<file path="src/hw/sspr_consts.svh">
`ifndef SSPR_CONSTS_SVH
`define SSPR_CONSTS_SVH

// register byte offsets
`define SSPR_OFF_CLK_DIV 8'h14
`define SSPR_OFF_TX_THR 8'h18
`define SSPR_OFF_RX_THR 8'h1C
`define SSPR_OFF_TX_LVL 8'h20
`define SSPR_OFF_RX_LVL 8'h24
`define SSPR_OFF_STATUS 8'h28
`define SSPR_OFF_IRQ_MASK 8'h2C
`define SSPR_OFF_IRQ_MSTAT 8'h30
`define SSPR_OFF_IRQ_RAW 8'h34
`define SSPR_OFF_TXO_ACK 8'h38
`define SSPR_OFF_RXO_ACK 8'h3C
`define SSPR_OFF_RXU_ACK 8'h40
`define SSPR_OFF_CONT_ACK 8'h44
`define SSPR_OFF_ALL_ACK 8'h48
`define SSPR_OFF_DMA_CTRL 8'h4C
`define SSPR_OFF_DMA_TXWM 8'h50
`define SSPR_OFF_DMA_RXWM 8'h54
`define SSPR_OFF_IDENT 8'h58
`define SSPR_OFF_VERSION 8'h5C

// status word bit positions
`define SSPR_ST_BUSY 0
`define SSPR_ST_TX_SPACE 1
`define SSPR_ST_TX_EMPTY 2
`define SSPR_ST_RX_NONEMPTY 3
`define SSPR_ST_RX_FULL 4
`define SSPR_ST_TX_ERR 5
`define SSPR_ST_COLLISION 6

// interrupt bit positions, shared by mask, masked and raw words
`define SSPR_IRQ_TX_EMPTY 0
`define SSPR_IRQ_TX_OVF 1
`define SSPR_IRQ_RX_UNF 2
`define SSPR_IRQ_RX_OVF 3
`define SSPR_IRQ_RX_FULL 4
`define SSPR_IRQ_CONTENTION 5

// dma control bit positions
`define SSPR_DMA_RX_EN 0
`define SSPR_DMA_TX_EN 1

// reset values
`define SSPR_RST_CLK_DIV 16'h0000
`define SSPR_RST_BYTE 8'h00
`define SSPR_RST_IRQ 6'h00
`define SSPR_RST_DMA 2'h0

// bus responses
`define SSPR_RESP_OKAY 2'h0
`define SSPR_RESP_SLVERR 2'h2

// timing
`define SSPR_CLK_PERIOD_NS 10
`define SSPR_LINK_IDLE_NS 320
`define SSPR_LINK_IDLE_CYC (`SSPR_LINK_IDLE_NS / `SSPR_CLK_PERIOD_NS)

`endif

</file>
<file path="src/hw/sspr_pkg.sv">
package sspr_pkg;
  typedef logic [5:0] sspr_irq_vec_type;
  typedef logic [7:0] sspr_level_type;
  typedef logic [31:0] sspr_word_type;
endpackage

</file>
<file path="src/hw/sspr_regs.sv">
`timescale 1ns/1ps
`include "sspr_consts.svh"

module sspr_regs
  import sspr_pkg::*;
#(
  parameter int ADDR_W = 8,
  parameter int FIFO_DEPTH = 16,
  // arbitrary neutral value, not a real part code
  parameter logic [31:0] IDENT_WORD = 32'h0000_0A5A,
  // arbitrary neutral value, not a real version code
  parameter logic [31:0] VERSION_WORD = 32'h0000_0001
) (
  input wire logic clk_sys_in,
  input wire logic rst_n_in,
  // axi4-lite slave
  input wire logic [ADDR_W-1:0] s_axi_awaddr_in,
  input wire logic s_axi_awvalid_in,
  output logic s_axi_awready_out,
  input wire logic [31:0] s_axi_wdata_in,
  input wire logic [3:0] s_axi_wstrb_in,
  input wire logic s_axi_wvalid_in,
  output logic s_axi_wready_out,
  output logic [1:0] s_axi_bresp_out,
  output logic s_axi_bvalid_out,
  input wire logic s_axi_bready_in,
  input wire logic [ADDR_W-1:0] s_axi_araddr_in,
  input wire logic s_axi_arvalid_in,
  output logic s_axi_arready_out,
  output logic [31:0] s_axi_rdata_out,
  output logic [1:0] s_axi_rresp_out,
  output logic s_axi_rvalid_out,
  input wire logic s_axi_rready_in,
  // serial core state, same clock
  input wire logic [7:0] tx_fill_count_in,
  input wire logic [7:0] rx_fill_count_in,
  input wire logic core_busy_in,
  input wire logic collision_error_in,
  input wire logic transmission_error_in,
  input wire logic tx_overflow_evt_in,
  input wire logic rx_overflow_evt_in,
  input wire logic rx_underflow_evt_in,
  input wire logic contention_evt_in,
  // serial link clock as seen on the pin
  input wire logic link_clk_in,
  // outputs
  output logic sclk_out,
  output logic irq_out,
  output logic tx_dma_req_out,
  output logic rx_dma_req_out
);

  // fill counts are eight bits wide; decode needs a full address byte
  if (FIFO_DEPTH < 1 || FIFO_DEPTH > 255) begin : g_depth_chk
    $error("FIFO_DEPTH must be 1 to 255");
  end
  if (ADDR_W < 8 || ADDR_W > 32) begin : g_addr_chk
    $error("ADDR_W must be 8 to 32");
  end

  localparam logic [7:0] DEPTH_B = 8'(FIFO_DEPTH);
  localparam logic [7:0] IDLE_CYC = 8'(`SSPR_LINK_IDLE_CYC);
  localparam logic [7:0] OFF_FIRST = `SSPR_OFF_CLK_DIV;
  localparam logic [7:0] OFF_LAST = `SSPR_OFF_VERSION;

  // byte-lane merge of a write into a stored word
  function automatic logic [31:0] merge_strb(input logic [31:0] old_v,
                                             input logic [31:0] new_v,
                                             input logic [3:0] strb);
    logic [31:0] res;
    res = old_v;
    for (int i = 0; i < 4; i++) begin
      if (strb[i]) begin
        res[i*8 +: 8] = new_v[i*8 +: 8];
      end
    end
    return res;
  endfunction

  // word-aligned offset match, low two address bits ignored
  function automatic logic at_off(input logic [ADDR_W-1:0] addr,
                                  input logic [7:0] off);
    return (addr[7:2] == off[7:2]) && ((32'(addr) >> 8) == 32'h00000000);
  endfunction

  // software-written state
  logic [15:0] clk_div_reg;
  logic [7:0] tx_thr_reg;
  logic [7:0] rx_thr_reg;
  sspr_irq_vec_type irq_mask_reg;
  logic [1:0] dma_ctrl_reg;
  logic [7:0] dma_txwm_reg;
  logic [7:0] dma_rxwm_reg;

  // bus channel state
  logic awready_reg;
  logic wready_reg;
  logic bvalid_reg;
  logic [1:0] bresp_reg;
  logic arready_reg;
  logic rvalid_reg;
  logic [1:0] rresp_reg;
  logic [31:0] rdata_reg;
  logic [ADDR_W-1:0] waddr_reg;
  logic [31:0] wdata_reg;
  logic [3:0] wstrb_reg;

  // interrupt and status state
  logic tx_ovf_reg;
  logic rx_ovf_reg;
  logic rx_unf_reg;
  logic contention_reg;
  logic irq_reg;
  logic [6:0] status_reg;
  logic tx_dma_reg;
  logic rx_dma_reg;

  // link clock sampling and divider
  logic link_s1_reg;
  logic link_s2_reg;
  logic link_s3_reg;
  logic [7:0] link_idle_reg;
  logic [15:0] div_cnt_reg;
  logic sclk_reg;

  // bus handshakes
  wire aw_take = s_axi_awvalid_in && awready_reg;
  wire w_take = s_axi_wvalid_in && wready_reg;
  wire ar_take = s_axi_arvalid_in && arready_reg;
  wire b_done = bvalid_reg && s_axi_bready_in;
  wire r_done = rvalid_reg && s_axi_rready_in;
  // both halves held and response slot free
  wire wr_go = !awready_reg && !wready_reg && !bvalid_reg;

  // write decode
  wire wr_div = wr_go && at_off(waddr_reg, `SSPR_OFF_CLK_DIV);
  wire wr_txthr = wr_go && at_off(waddr_reg, `SSPR_OFF_TX_THR);
  wire wr_rxthr = wr_go && at_off(waddr_reg, `SSPR_OFF_RX_THR);
  wire wr_mask = wr_go && at_off(waddr_reg, `SSPR_OFF_IRQ_MASK);
  wire wr_dma = wr_go && at_off(waddr_reg, `SSPR_OFF_DMA_CTRL);
  wire wr_txwm = wr_go && at_off(waddr_reg, `SSPR_OFF_DMA_TXWM);
  wire wr_rxwm = wr_go && at_off(waddr_reg, `SSPR_OFF_DMA_RXWM);

  // read decode on the address as taken
  wire [ADDR_W-1:0] ra = s_axi_araddr_in;
  wire rd_div = at_off(ra, `SSPR_OFF_CLK_DIV);
  wire rd_txthr = at_off(ra, `SSPR_OFF_TX_THR);
  wire rd_rxthr = at_off(ra, `SSPR_OFF_RX_THR);
  wire rd_txlvl = at_off(ra, `SSPR_OFF_TX_LVL);
  wire rd_rxlvl = at_off(ra, `SSPR_OFF_RX_LVL);
  wire rd_stat = at_off(ra, `SSPR_OFF_STATUS);
  wire rd_mask = at_off(ra, `SSPR_OFF_IRQ_MASK);
  wire rd_mstat = at_off(ra, `SSPR_OFF_IRQ_MSTAT);
  wire rd_raw = at_off(ra, `SSPR_OFF_IRQ_RAW);
  wire rd_txo = at_off(ra, `SSPR_OFF_TXO_ACK);
  wire rd_rxo = at_off(ra, `SSPR_OFF_RXO_ACK);
  wire rd_rxu = at_off(ra, `SSPR_OFF_RXU_ACK);
  wire rd_cont = at_off(ra, `SSPR_OFF_CONT_ACK);
  wire rd_all = at_off(ra, `SSPR_OFF_ALL_ACK);
  wire rd_dma = at_off(ra, `SSPR_OFF_DMA_CTRL);
  wire rd_txwm = at_off(ra, `SSPR_OFF_DMA_TXWM);
  wire rd_rxwm = at_off(ra, `SSPR_OFF_DMA_RXWM);
  wire rd_id = at_off(ra, `SSPR_OFF_IDENT);
  wire rd_ver = at_off(ra, `SSPR_OFF_VERSION);
  wire rd_hit = rd_div | rd_txthr | rd_rxthr | rd_txlvl | rd_rxlvl |
                rd_stat | rd_mask | rd_mstat | rd_raw | rd_txo | rd_rxo |
                rd_rxu | rd_cont | rd_all | rd_dma | rd_txwm | rd_rxwm |
                rd_id | rd_ver;
  // writes accepted from the divider up to the version word
  wire wr_hit = ((32'(waddr_reg) >> 8) == 32'h00000000) &&
                (waddr_reg[7:2] >= OFF_FIRST[7:2]) &&
                (waddr_reg[7:2] <= OFF_LAST[7:2]);

  // raw interrupt sources: two fifo levels, four sticky events
  // tx empty level irq
  wire tx_empty_raw = tx_fill_count_in <= tx_thr_reg;
  wire rx_full_raw = {1'b0, rx_fill_count_in} >= {1'b0, rx_thr_reg} + 9'h001;
  sspr_irq_vec_type irq_raw;
  assign irq_raw = {contention_reg, rx_full_raw, rx_ovf_reg, rx_unf_reg,
                    tx_ovf_reg, tx_empty_raw};
  sspr_irq_vec_type irq_masked;
  assign irq_masked = irq_raw & irq_mask_reg;

  // read-to-clear strobes, taken on the read address handshake
  // tx overflow ack
  wire clr_txo = ar_take && (rd_txo || rd_all);
  wire clr_rxo = ar_take && (rd_rxo || rd_all);
  wire clr_rxu = ar_take && (rd_rxu || rd_all);
  wire clr_cont = ar_take && (rd_cont || rd_all);
  wire any_clearable = tx_ovf_reg | rx_ovf_reg | rx_unf_reg | contention_reg;

  // link clock seen toggling keeps the busy flag up
  wire link_edge = link_s2_reg != link_s3_reg;
  wire link_active = link_idle_reg != 8'h00;

  // status word, registered, so it trails the live fill counts read at the level offsets by one cycle
  logic [6:0] status_next;
  assign status_next = {collision_error_in, transmission_error_in,
                        rx_fill_count_in == DEPTH_B,
                        rx_fill_count_in != 8'h00,
                        tx_fill_count_in == 8'h00,
                        tx_fill_count_in < DEPTH_B,
                        core_busy_in | link_active};

  // dma requests
  // tx dma at watermark
  wire tx_dma_next = dma_ctrl_reg[`SSPR_DMA_TX_EN] &&
                     (tx_fill_count_in <= dma_txwm_reg);
  // rx dma at watermark plus one
  wire rx_dma_next = dma_ctrl_reg[`SSPR_DMA_RX_EN] &&
                     ({1'b0, rx_fill_count_in} >= {1'b0, dma_rxwm_reg} + 9'h001);

  // read data mux, and-or over the one-hot decode
  wire [31:0] rd_data_w =
    ({32{rd_div}} & {16'h0000, clk_div_reg}) |
    ({32{rd_txthr}} & {24'h000000, tx_thr_reg}) |
    ({32{rd_rxthr}} & {24'h000000, rx_thr_reg}) |
    ({32{rd_txlvl}} & {24'h000000, tx_fill_count_in}) |
    ({32{rd_rxlvl}} & {24'h000000, rx_fill_count_in}) |
    ({32{rd_stat}} & {25'h0000000, status_reg}) |
    ({32{rd_mask}} & {26'h0000000, irq_mask_reg}) |
    ({32{rd_mstat}} & {26'h0000000, irq_masked}) |
    ({32{rd_raw}} & {26'h0000000, irq_raw}) |
    ({32{rd_txo}} & {31'h00000000, tx_ovf_reg}) |
    ({32{rd_rxo}} & {31'h00000000, rx_ovf_reg}) |
    ({32{rd_rxu}} & {31'h00000000, rx_unf_reg}) |
    ({32{rd_cont}} & {31'h00000000, contention_reg}) |
    ({32{rd_all}} & {31'h00000000, any_clearable}) |
    ({32{rd_dma}} & {30'h00000000, dma_ctrl_reg}) |
    ({32{rd_txwm}} & {24'h000000, dma_txwm_reg}) |
    ({32{rd_rxwm}} & {24'h000000, dma_rxwm_reg}) |
    ({32{rd_id}} & IDENT_WORD) |
    ({32{rd_ver}} & VERSION_WORD);

  // merged write data for each register
  wire [31:0] wmerge_div = merge_strb({16'h0000, clk_div_reg}, wdata_reg,
                                      wstrb_reg);
  wire [31:0] wmerge_lo = merge_strb(32'h00000000, wdata_reg, wstrb_reg);

  // write address and data channels, taken in either order
  always_ff @(posedge clk_sys_in or negedge rst_n_in) begin
    if (!rst_n_in) begin
      awready_reg <= 1'b1;
      wready_reg <= 1'b1;
      waddr_reg <= '0;
      wdata_reg <= 32'h00000000;
      wstrb_reg <= 4'h0;
    end else begin
      if (aw_take) begin
        awready_reg <= 1'b0;
        waddr_reg <= s_axi_awaddr_in;
      end else if (b_done) begin
        awready_reg <= 1'b1;
      end
      if (w_take) begin
        wready_reg <= 1'b0;
        wdata_reg <= s_axi_wdata_in;
        wstrb_reg <= s_axi_wstrb_in;
      end else if (b_done) begin
        wready_reg <= 1'b1;
      end
    end
  end

  // write response; read-only offsets accept and ignore data
  always_ff @(posedge clk_sys_in or negedge rst_n_in) begin
    if (!rst_n_in) begin
      bvalid_reg <= 1'b0;
      bresp_reg <= `SSPR_RESP_OKAY;
    end else if (wr_go) begin
      bvalid_reg <= 1'b1;
      bresp_reg <= wr_hit ? `SSPR_RESP_OKAY : `SSPR_RESP_SLVERR;
    end else if (b_done) begin
      bvalid_reg <= 1'b0;
    end
  end

  // read channel: data captured at the address handshake
  always_ff @(posedge clk_sys_in or negedge rst_n_in) begin
    if (!rst_n_in) begin
      arready_reg <= 1'b1;
      rvalid_reg <= 1'b0;
      rdata_reg <= 32'h00000000;
      rresp_reg <= `SSPR_RESP_OKAY;
    end else if (ar_take) begin
      arready_reg <= 1'b0;
      rvalid_reg <= 1'b1;
      rdata_reg <= rd_hit ? rd_data_w : 32'h00000000;
      rresp_reg <= rd_hit ? `SSPR_RESP_OKAY : `SSPR_RESP_SLVERR;
    end else if (r_done) begin
      arready_reg <= 1'b1;
      rvalid_reg <= 1'b0;
    end
  end

  // configuration registers
  always_ff @(posedge clk_sys_in or negedge rst_n_in) begin
    if (!rst_n_in) begin
      clk_div_reg <= `SSPR_RST_CLK_DIV;
      tx_thr_reg <= `SSPR_RST_BYTE;
      rx_thr_reg <= `SSPR_RST_BYTE;
      irq_mask_reg <= `SSPR_RST_IRQ;
      dma_ctrl_reg <= `SSPR_RST_DMA;
      dma_txwm_reg <= `SSPR_RST_BYTE;
      dma_rxwm_reg <= `SSPR_RST_BYTE;
    end else begin
      if (wr_div) clk_div_reg <= wmerge_div[15:0];
      if (wr_txthr && wstrb_reg[0]) tx_thr_reg <= wmerge_lo[7:0];
      if (wr_rxthr && wstrb_reg[0]) rx_thr_reg <= wmerge_lo[7:0];
      // mask write, only lane 0 matters
      if (wr_mask && wstrb_reg[0]) irq_mask_reg <= wmerge_lo[5:0];
      if (wr_dma && wstrb_reg[0]) dma_ctrl_reg <= wmerge_lo[1:0];
      if (wr_txwm && wstrb_reg[0]) dma_txwm_reg <= wmerge_lo[7:0];
      if (wr_rxwm && wstrb_reg[0]) dma_rxwm_reg <= wmerge_lo[7:0];
    end
  end

  // sticky events; a new event beats a clear in the same cycle
  always_ff @(posedge clk_sys_in or negedge rst_n_in) begin
    if (!rst_n_in) begin
      tx_ovf_reg <= 1'b0;
      rx_ovf_reg <= 1'b0;
      rx_unf_reg <= 1'b0;
      contention_reg <= 1'b0;
    end else begin
      tx_ovf_reg <= (tx_ovf_reg && !clr_txo) || tx_overflow_evt_in;
      rx_ovf_reg <= (rx_ovf_reg && !clr_rxo) || rx_overflow_evt_in;
      rx_unf_reg <= (rx_unf_reg && !clr_rxu) || rx_underflow_evt_in;
      contention_reg <= (contention_reg && !clr_cont) || contention_evt_in;
    end
  end

  // registered outputs of status, interrupt and dma logic
  always_ff @(posedge clk_sys_in or negedge rst_n_in) begin
    if (!rst_n_in) begin
      status_reg <= 7'h00;
      irq_reg <= 1'b0;
      tx_dma_reg <= 1'b0;
      rx_dma_reg <= 1'b0;
    end else begin
      status_reg <= status_next;
      // irq is or of masked bits
      irq_reg <= |irq_masked;
      tx_dma_reg <= tx_dma_next;
      rx_dma_reg <= rx_dma_next;
    end
  end

  // link clock synchroniser; only stages two and three are compared
  always_ff @(posedge clk_sys_in or negedge rst_n_in) begin
    if (!rst_n_in) begin
      link_s1_reg <= 1'b0;
      link_s2_reg <= 1'b0;
      link_s3_reg <= 1'b0;
    end else begin
      link_s1_reg <= link_clk_in;
      link_s2_reg <= link_s1_reg;
      link_s3_reg <= link_s2_reg;
    end
  end

  // activity window; the link clock may stop between frames
  always_ff @(posedge clk_sys_in or negedge rst_n_in) begin
    if (!rst_n_in) begin
      link_idle_reg <= 8'h00;
    end else if (link_edge) begin
      link_idle_reg <= IDLE_CYC;
    end else if (link_active) begin
      link_idle_reg <= link_idle_reg - 8'h01;
    end
  end

  // serial clock: half period of divisor/2 cycles, divisor below 2 stops it
  wire [15:0] half_div = {1'b0, clk_div_reg[15:1]};
  wire div_run = clk_div_reg > 16'h0001;
  always_ff @(posedge clk_sys_in or negedge rst_n_in) begin
    if (!rst_n_in) begin
      div_cnt_reg <= 16'h0000;
      sclk_reg <= 1'b0;
    end else if (!div_run) begin
      div_cnt_reg <= 16'h0000;
      sclk_reg <= 1'b0;
    end else if (div_cnt_reg >= half_div - 16'h0001) begin
      div_cnt_reg <= 16'h0000;
      sclk_reg <= !sclk_reg;
    end else begin
      div_cnt_reg <= div_cnt_reg + 16'h0001;
    end
  end

  // every output straight from a flop
  assign s_axi_awready_out = awready_reg;
  assign s_axi_wready_out = wready_reg;
  assign s_axi_bvalid_out = bvalid_reg;
  assign s_axi_bresp_out = bresp_reg;
  assign s_axi_arready_out = arready_reg;
  assign s_axi_rvalid_out = rvalid_reg;
  assign s_axi_rdata_out = rdata_reg;
  assign s_axi_rresp_out = rresp_reg;
  assign irq_out = irq_reg;
  assign tx_dma_req_out = tx_dma_reg;
  assign rx_dma_req_out = rx_dma_reg;
  assign sclk_out = sclk_reg;

endmodule // sspr_regs

</file>
<file path="config.mk">
export PLATFORM = sky130hd
export DESIGN_NAME = sspr_regs
export DESIGN_NICKNAME = d
export VERILOG_FILES = /design/src/hw/sspr_pkg.sv /design/src/hw/sspr_regs.sv
export VERILOG_INCLUDE_DIRS = /design/src /design/src/hw
export SDC_FILE = /design/constraint.sdc
export NUM_CORES = 1
export LEC_CHECK = 0
export ABC_AREA = 1
export ABC_CLOCK_PERIOD_IN_PS = 5500
export BUFFER_PORTS_ARGS = -buffer_cell sky130_fd_sc_hd__buf_2
export CAP_MARGIN = 40
export CORE_ASPECT_RATIO = 1.75
export CORE_MARGIN = 2
export CORE_UTILIZATION = 30
export CTS_BUF_LIST = sky130_fd_sc_hd__clkbuf_4
export CTS_CLUSTER_DIAMETER = 150
export DETAILED_ROUTE_END_ITERATION = 12
export SETUP_SLACK_MARGIN = 0.5
export SYNTH_ARGS = -nofsm -noshare
export SYNTH_HDL_FRONTEND = slang
export SYNTH_SLANG_ARGS = --single-unit
</file>
<file path="constraint.sdc">
create_clock -name clk_sys_in -period 5.5 [get_ports clk_sys_in]
set_input_delay 0.825 -clock clk_sys_in [delete_from_list [all_inputs] [get_ports clk_sys_in]]
set_output_delay 0.825 -clock clk_sys_in [all_outputs]
set_load 0.03 [all_outputs]
</file>
==> results.cfg <==
[status]
status = finished clean

[drt]
drc = 0
viasPerCell = 4.736
via_count = 7161
wl_per_cell_um = 15.57
drt_iter0_drc = 355
postRouteWirelength_mm = 23.54
first_pass_iters = 5
postRouteAntennaNets = 0

[floorplanning]
core_area_um2 = 27770
io_pins = 128
die_x_um = 130.5
start_util = 0.3027
rows = 81
die_h_um = 225.4
dieArea_um2 = 29430

[worst_setup_path]
path_depth = 17
cp_top_family = simple AND/OR/NAND/NOR gates
crit_required_ps = 6000
path_cells = inv_1, ha_1, nand2_1, nor3_2, nand2_1, nor2_2, nand3_1, nor3_2, xor2_1, ha_1, nand2_1, inv_1, nand3_1, inv_1, a21oi_1, nand4_4, o21ai_0
r2r_setup_slack_ps = 2290
cp-end-kind = register
startpoint = clk_div_reg[1]
cpMaxStageDelayCell = dfrtp_1
cpPeakStageDelay_ps = 400
r2r-start = clk_div_reg[1]
crit_buf_inv = 3
path_max_fanout = 17
crit_end = sclk_out
crit_arrival_ps = 3710
critPathKind = reg -> reg
r2r_cells = 17
reg2reg_to = sclk_out
worst_setup_path_start_kind = register

[synthesis]
syn_area_um2 = 8406
ys.flop_type = dfrtp_1
yosys.area.top_type = dfrtp_1
syn_avg_cell_area_um2 = 8.129
ys_seq_area_frac = 0.4321
synth_common_cells = nand2_1, dfrtp_1, inv_1
synth_edf_count = 0
synth_top_area_frac = 0.4227
yosysMostFrequentCell = nand2_1
ys_types = 55
synth_cells = 1034
async_reset_ff_frac = 1.000
yosys-top-cells-area = dfrtp_1, nand2_1, ha_1
synth-warning-count = 0
ys_ff_latch = 145

[clock_network]
htreeDepth = 4
numCtsBuffers = 17
tritoncts = built
clk_latency_ps = 600
clkSlewWorstSetupHoldPaths_ps = 140
cts-root-buf = clkbuf_4
clockBufferDepth = 2
holdBufCountCts = 0
clock_sinks = 145
cts_resized = 0
cts_setup_buffers = 0

[cells_and_area]
final_util = 0.3402
layout-drive-gt1-share = 0.1450
area_growth_pct = 12.40
nets = 1262

[timing]
final_max_slew_viol_count = 0
skew_ps = 24.22
tightestPinTransition_ps = 665.4
clock.fmax_ghz = 0.3112
layout_setup_ws_ps = 2287
fin_setup_tns_ps = 0
finalCritPeriodShare = 0.5842
fin_crit_ps = 3213
slew-limit-headroom = 0.5549
rsz0062_at_grt = false
setup_viol = 0
finalHoldViolCount = 0

[flow_run]
cap_violations = 0

[placed_design]
portBuffers = 87
gp_congestion = 0.9835
post-place-ws_ps = 2272
dp_hpwl_mm = 18.69

[global_route]
gr-usage-all-layers = 0.1687
antenna_found_initial = 3
grt_overflow = 0
grt_pass1_wl_mm = 37.54
grt_max_degree = 83
grt_pass1_vias = 7065

[power]
total_power_mw = 4.036
p_leak_nw = 4.636
power.density_cell_area_nw_per_um2 = 427.2
vdd_ir_drop_max_v = 0.0002275

[worst_hold_path]
min_path_type = in -> async
final cells by class:
type | count | area [um2]
multi-input cells | 734 | 4099
well taps | 373 | 466.7
repair buffers | 91 | 491.7
clock buffers | 17 | 127.6
inverters | 137 | 514.2
clock inverters | 14 | 113.9
fillers | 3004 | 18320
flip-flops and latches | 145 | 3632
diodes | 1 | 2.502
layout by cell type (no fill, tap or decap), drive strengths merged, types with 2 or more instances in the layout:
cell type / count
o2111ai: 3
dfstp: 3
mux2: 8
xor2: 25
nand4: 14
nand3: 48
buf: 91
o211ai: 3
nand2: 226
a31oi: 9
ha: 53
clkbuf: 17
clkinv: 6
nor3: 25
dfrtp: 142
inv: 141
o21a: 2
o22ai: 6
a21boi: 3
a211oi: 6
clkinvlp: 3
nor4: 4
o21ai: 64
or2: 2
nor2: 115
a21oi: 61
a21o: 5
conb: 18
o31ai: 11
xnor2: 9
nand3b: 2
o21bai: 4
kinds of logic after synthesis:
group / synth area share
flip-flops: 0.4321
XOR/XNOR: 0.03543
multiplexers: 0.01072
buffers and inverters: 0.08782
AO/OA/AOI/OAI: 0.1241
adder cells (fa/ha/maj): 0.07889
other: 0.0004461
AND/OR/NAND/NOR: 0.2304
power breakdown:
group | switching (mW) | total [mW] | internal, mW
clock network | 0.412 | 0.631 | 0.219
logic | 1.17 | 1.80 | 0.639
registers | 0.258 | 1.60 | 1.34
worst min-delay path by stage:
| stage | from | end | slack [ps] | cells after the start |
|---|---|---|---|---|
| CTS | rst_n_in | tx_ovf_reg | 9 | 1 |
| global route | rst_n_in | tx_ovf_reg | 20 | 1 |
| detailed placement | link_s1_reg | link_s2_reg | 340 | 0 |
| floorplan | link_s1_reg | link_s2_reg | 330 | 0 |
| global placement | link_s1_reg | link_s2_reg | 340 | 0 |
| finish | rst_n_in | tx_ovf_reg | 60 | 1 |
stage by stage:
stage                     hold WS, ps  std cells  instance area, um2
after floorplan                 331.2       1051                8469
after global placement          335.3       1479                9176
after detailed placement        339.7       1480                9204
after CTS                       8.617       1511                9445
after global routing            21.32       1512                9448
final                           58.21       1512                9448
routing by layer:
layer  track usage  share of wire
met1        0.1915           0.40
met2        0.2888           0.50
met3       0.03632          0.048
met4       0.09472          0.054
met5             0        0.00089
Power figures use the tool's default switching activity.
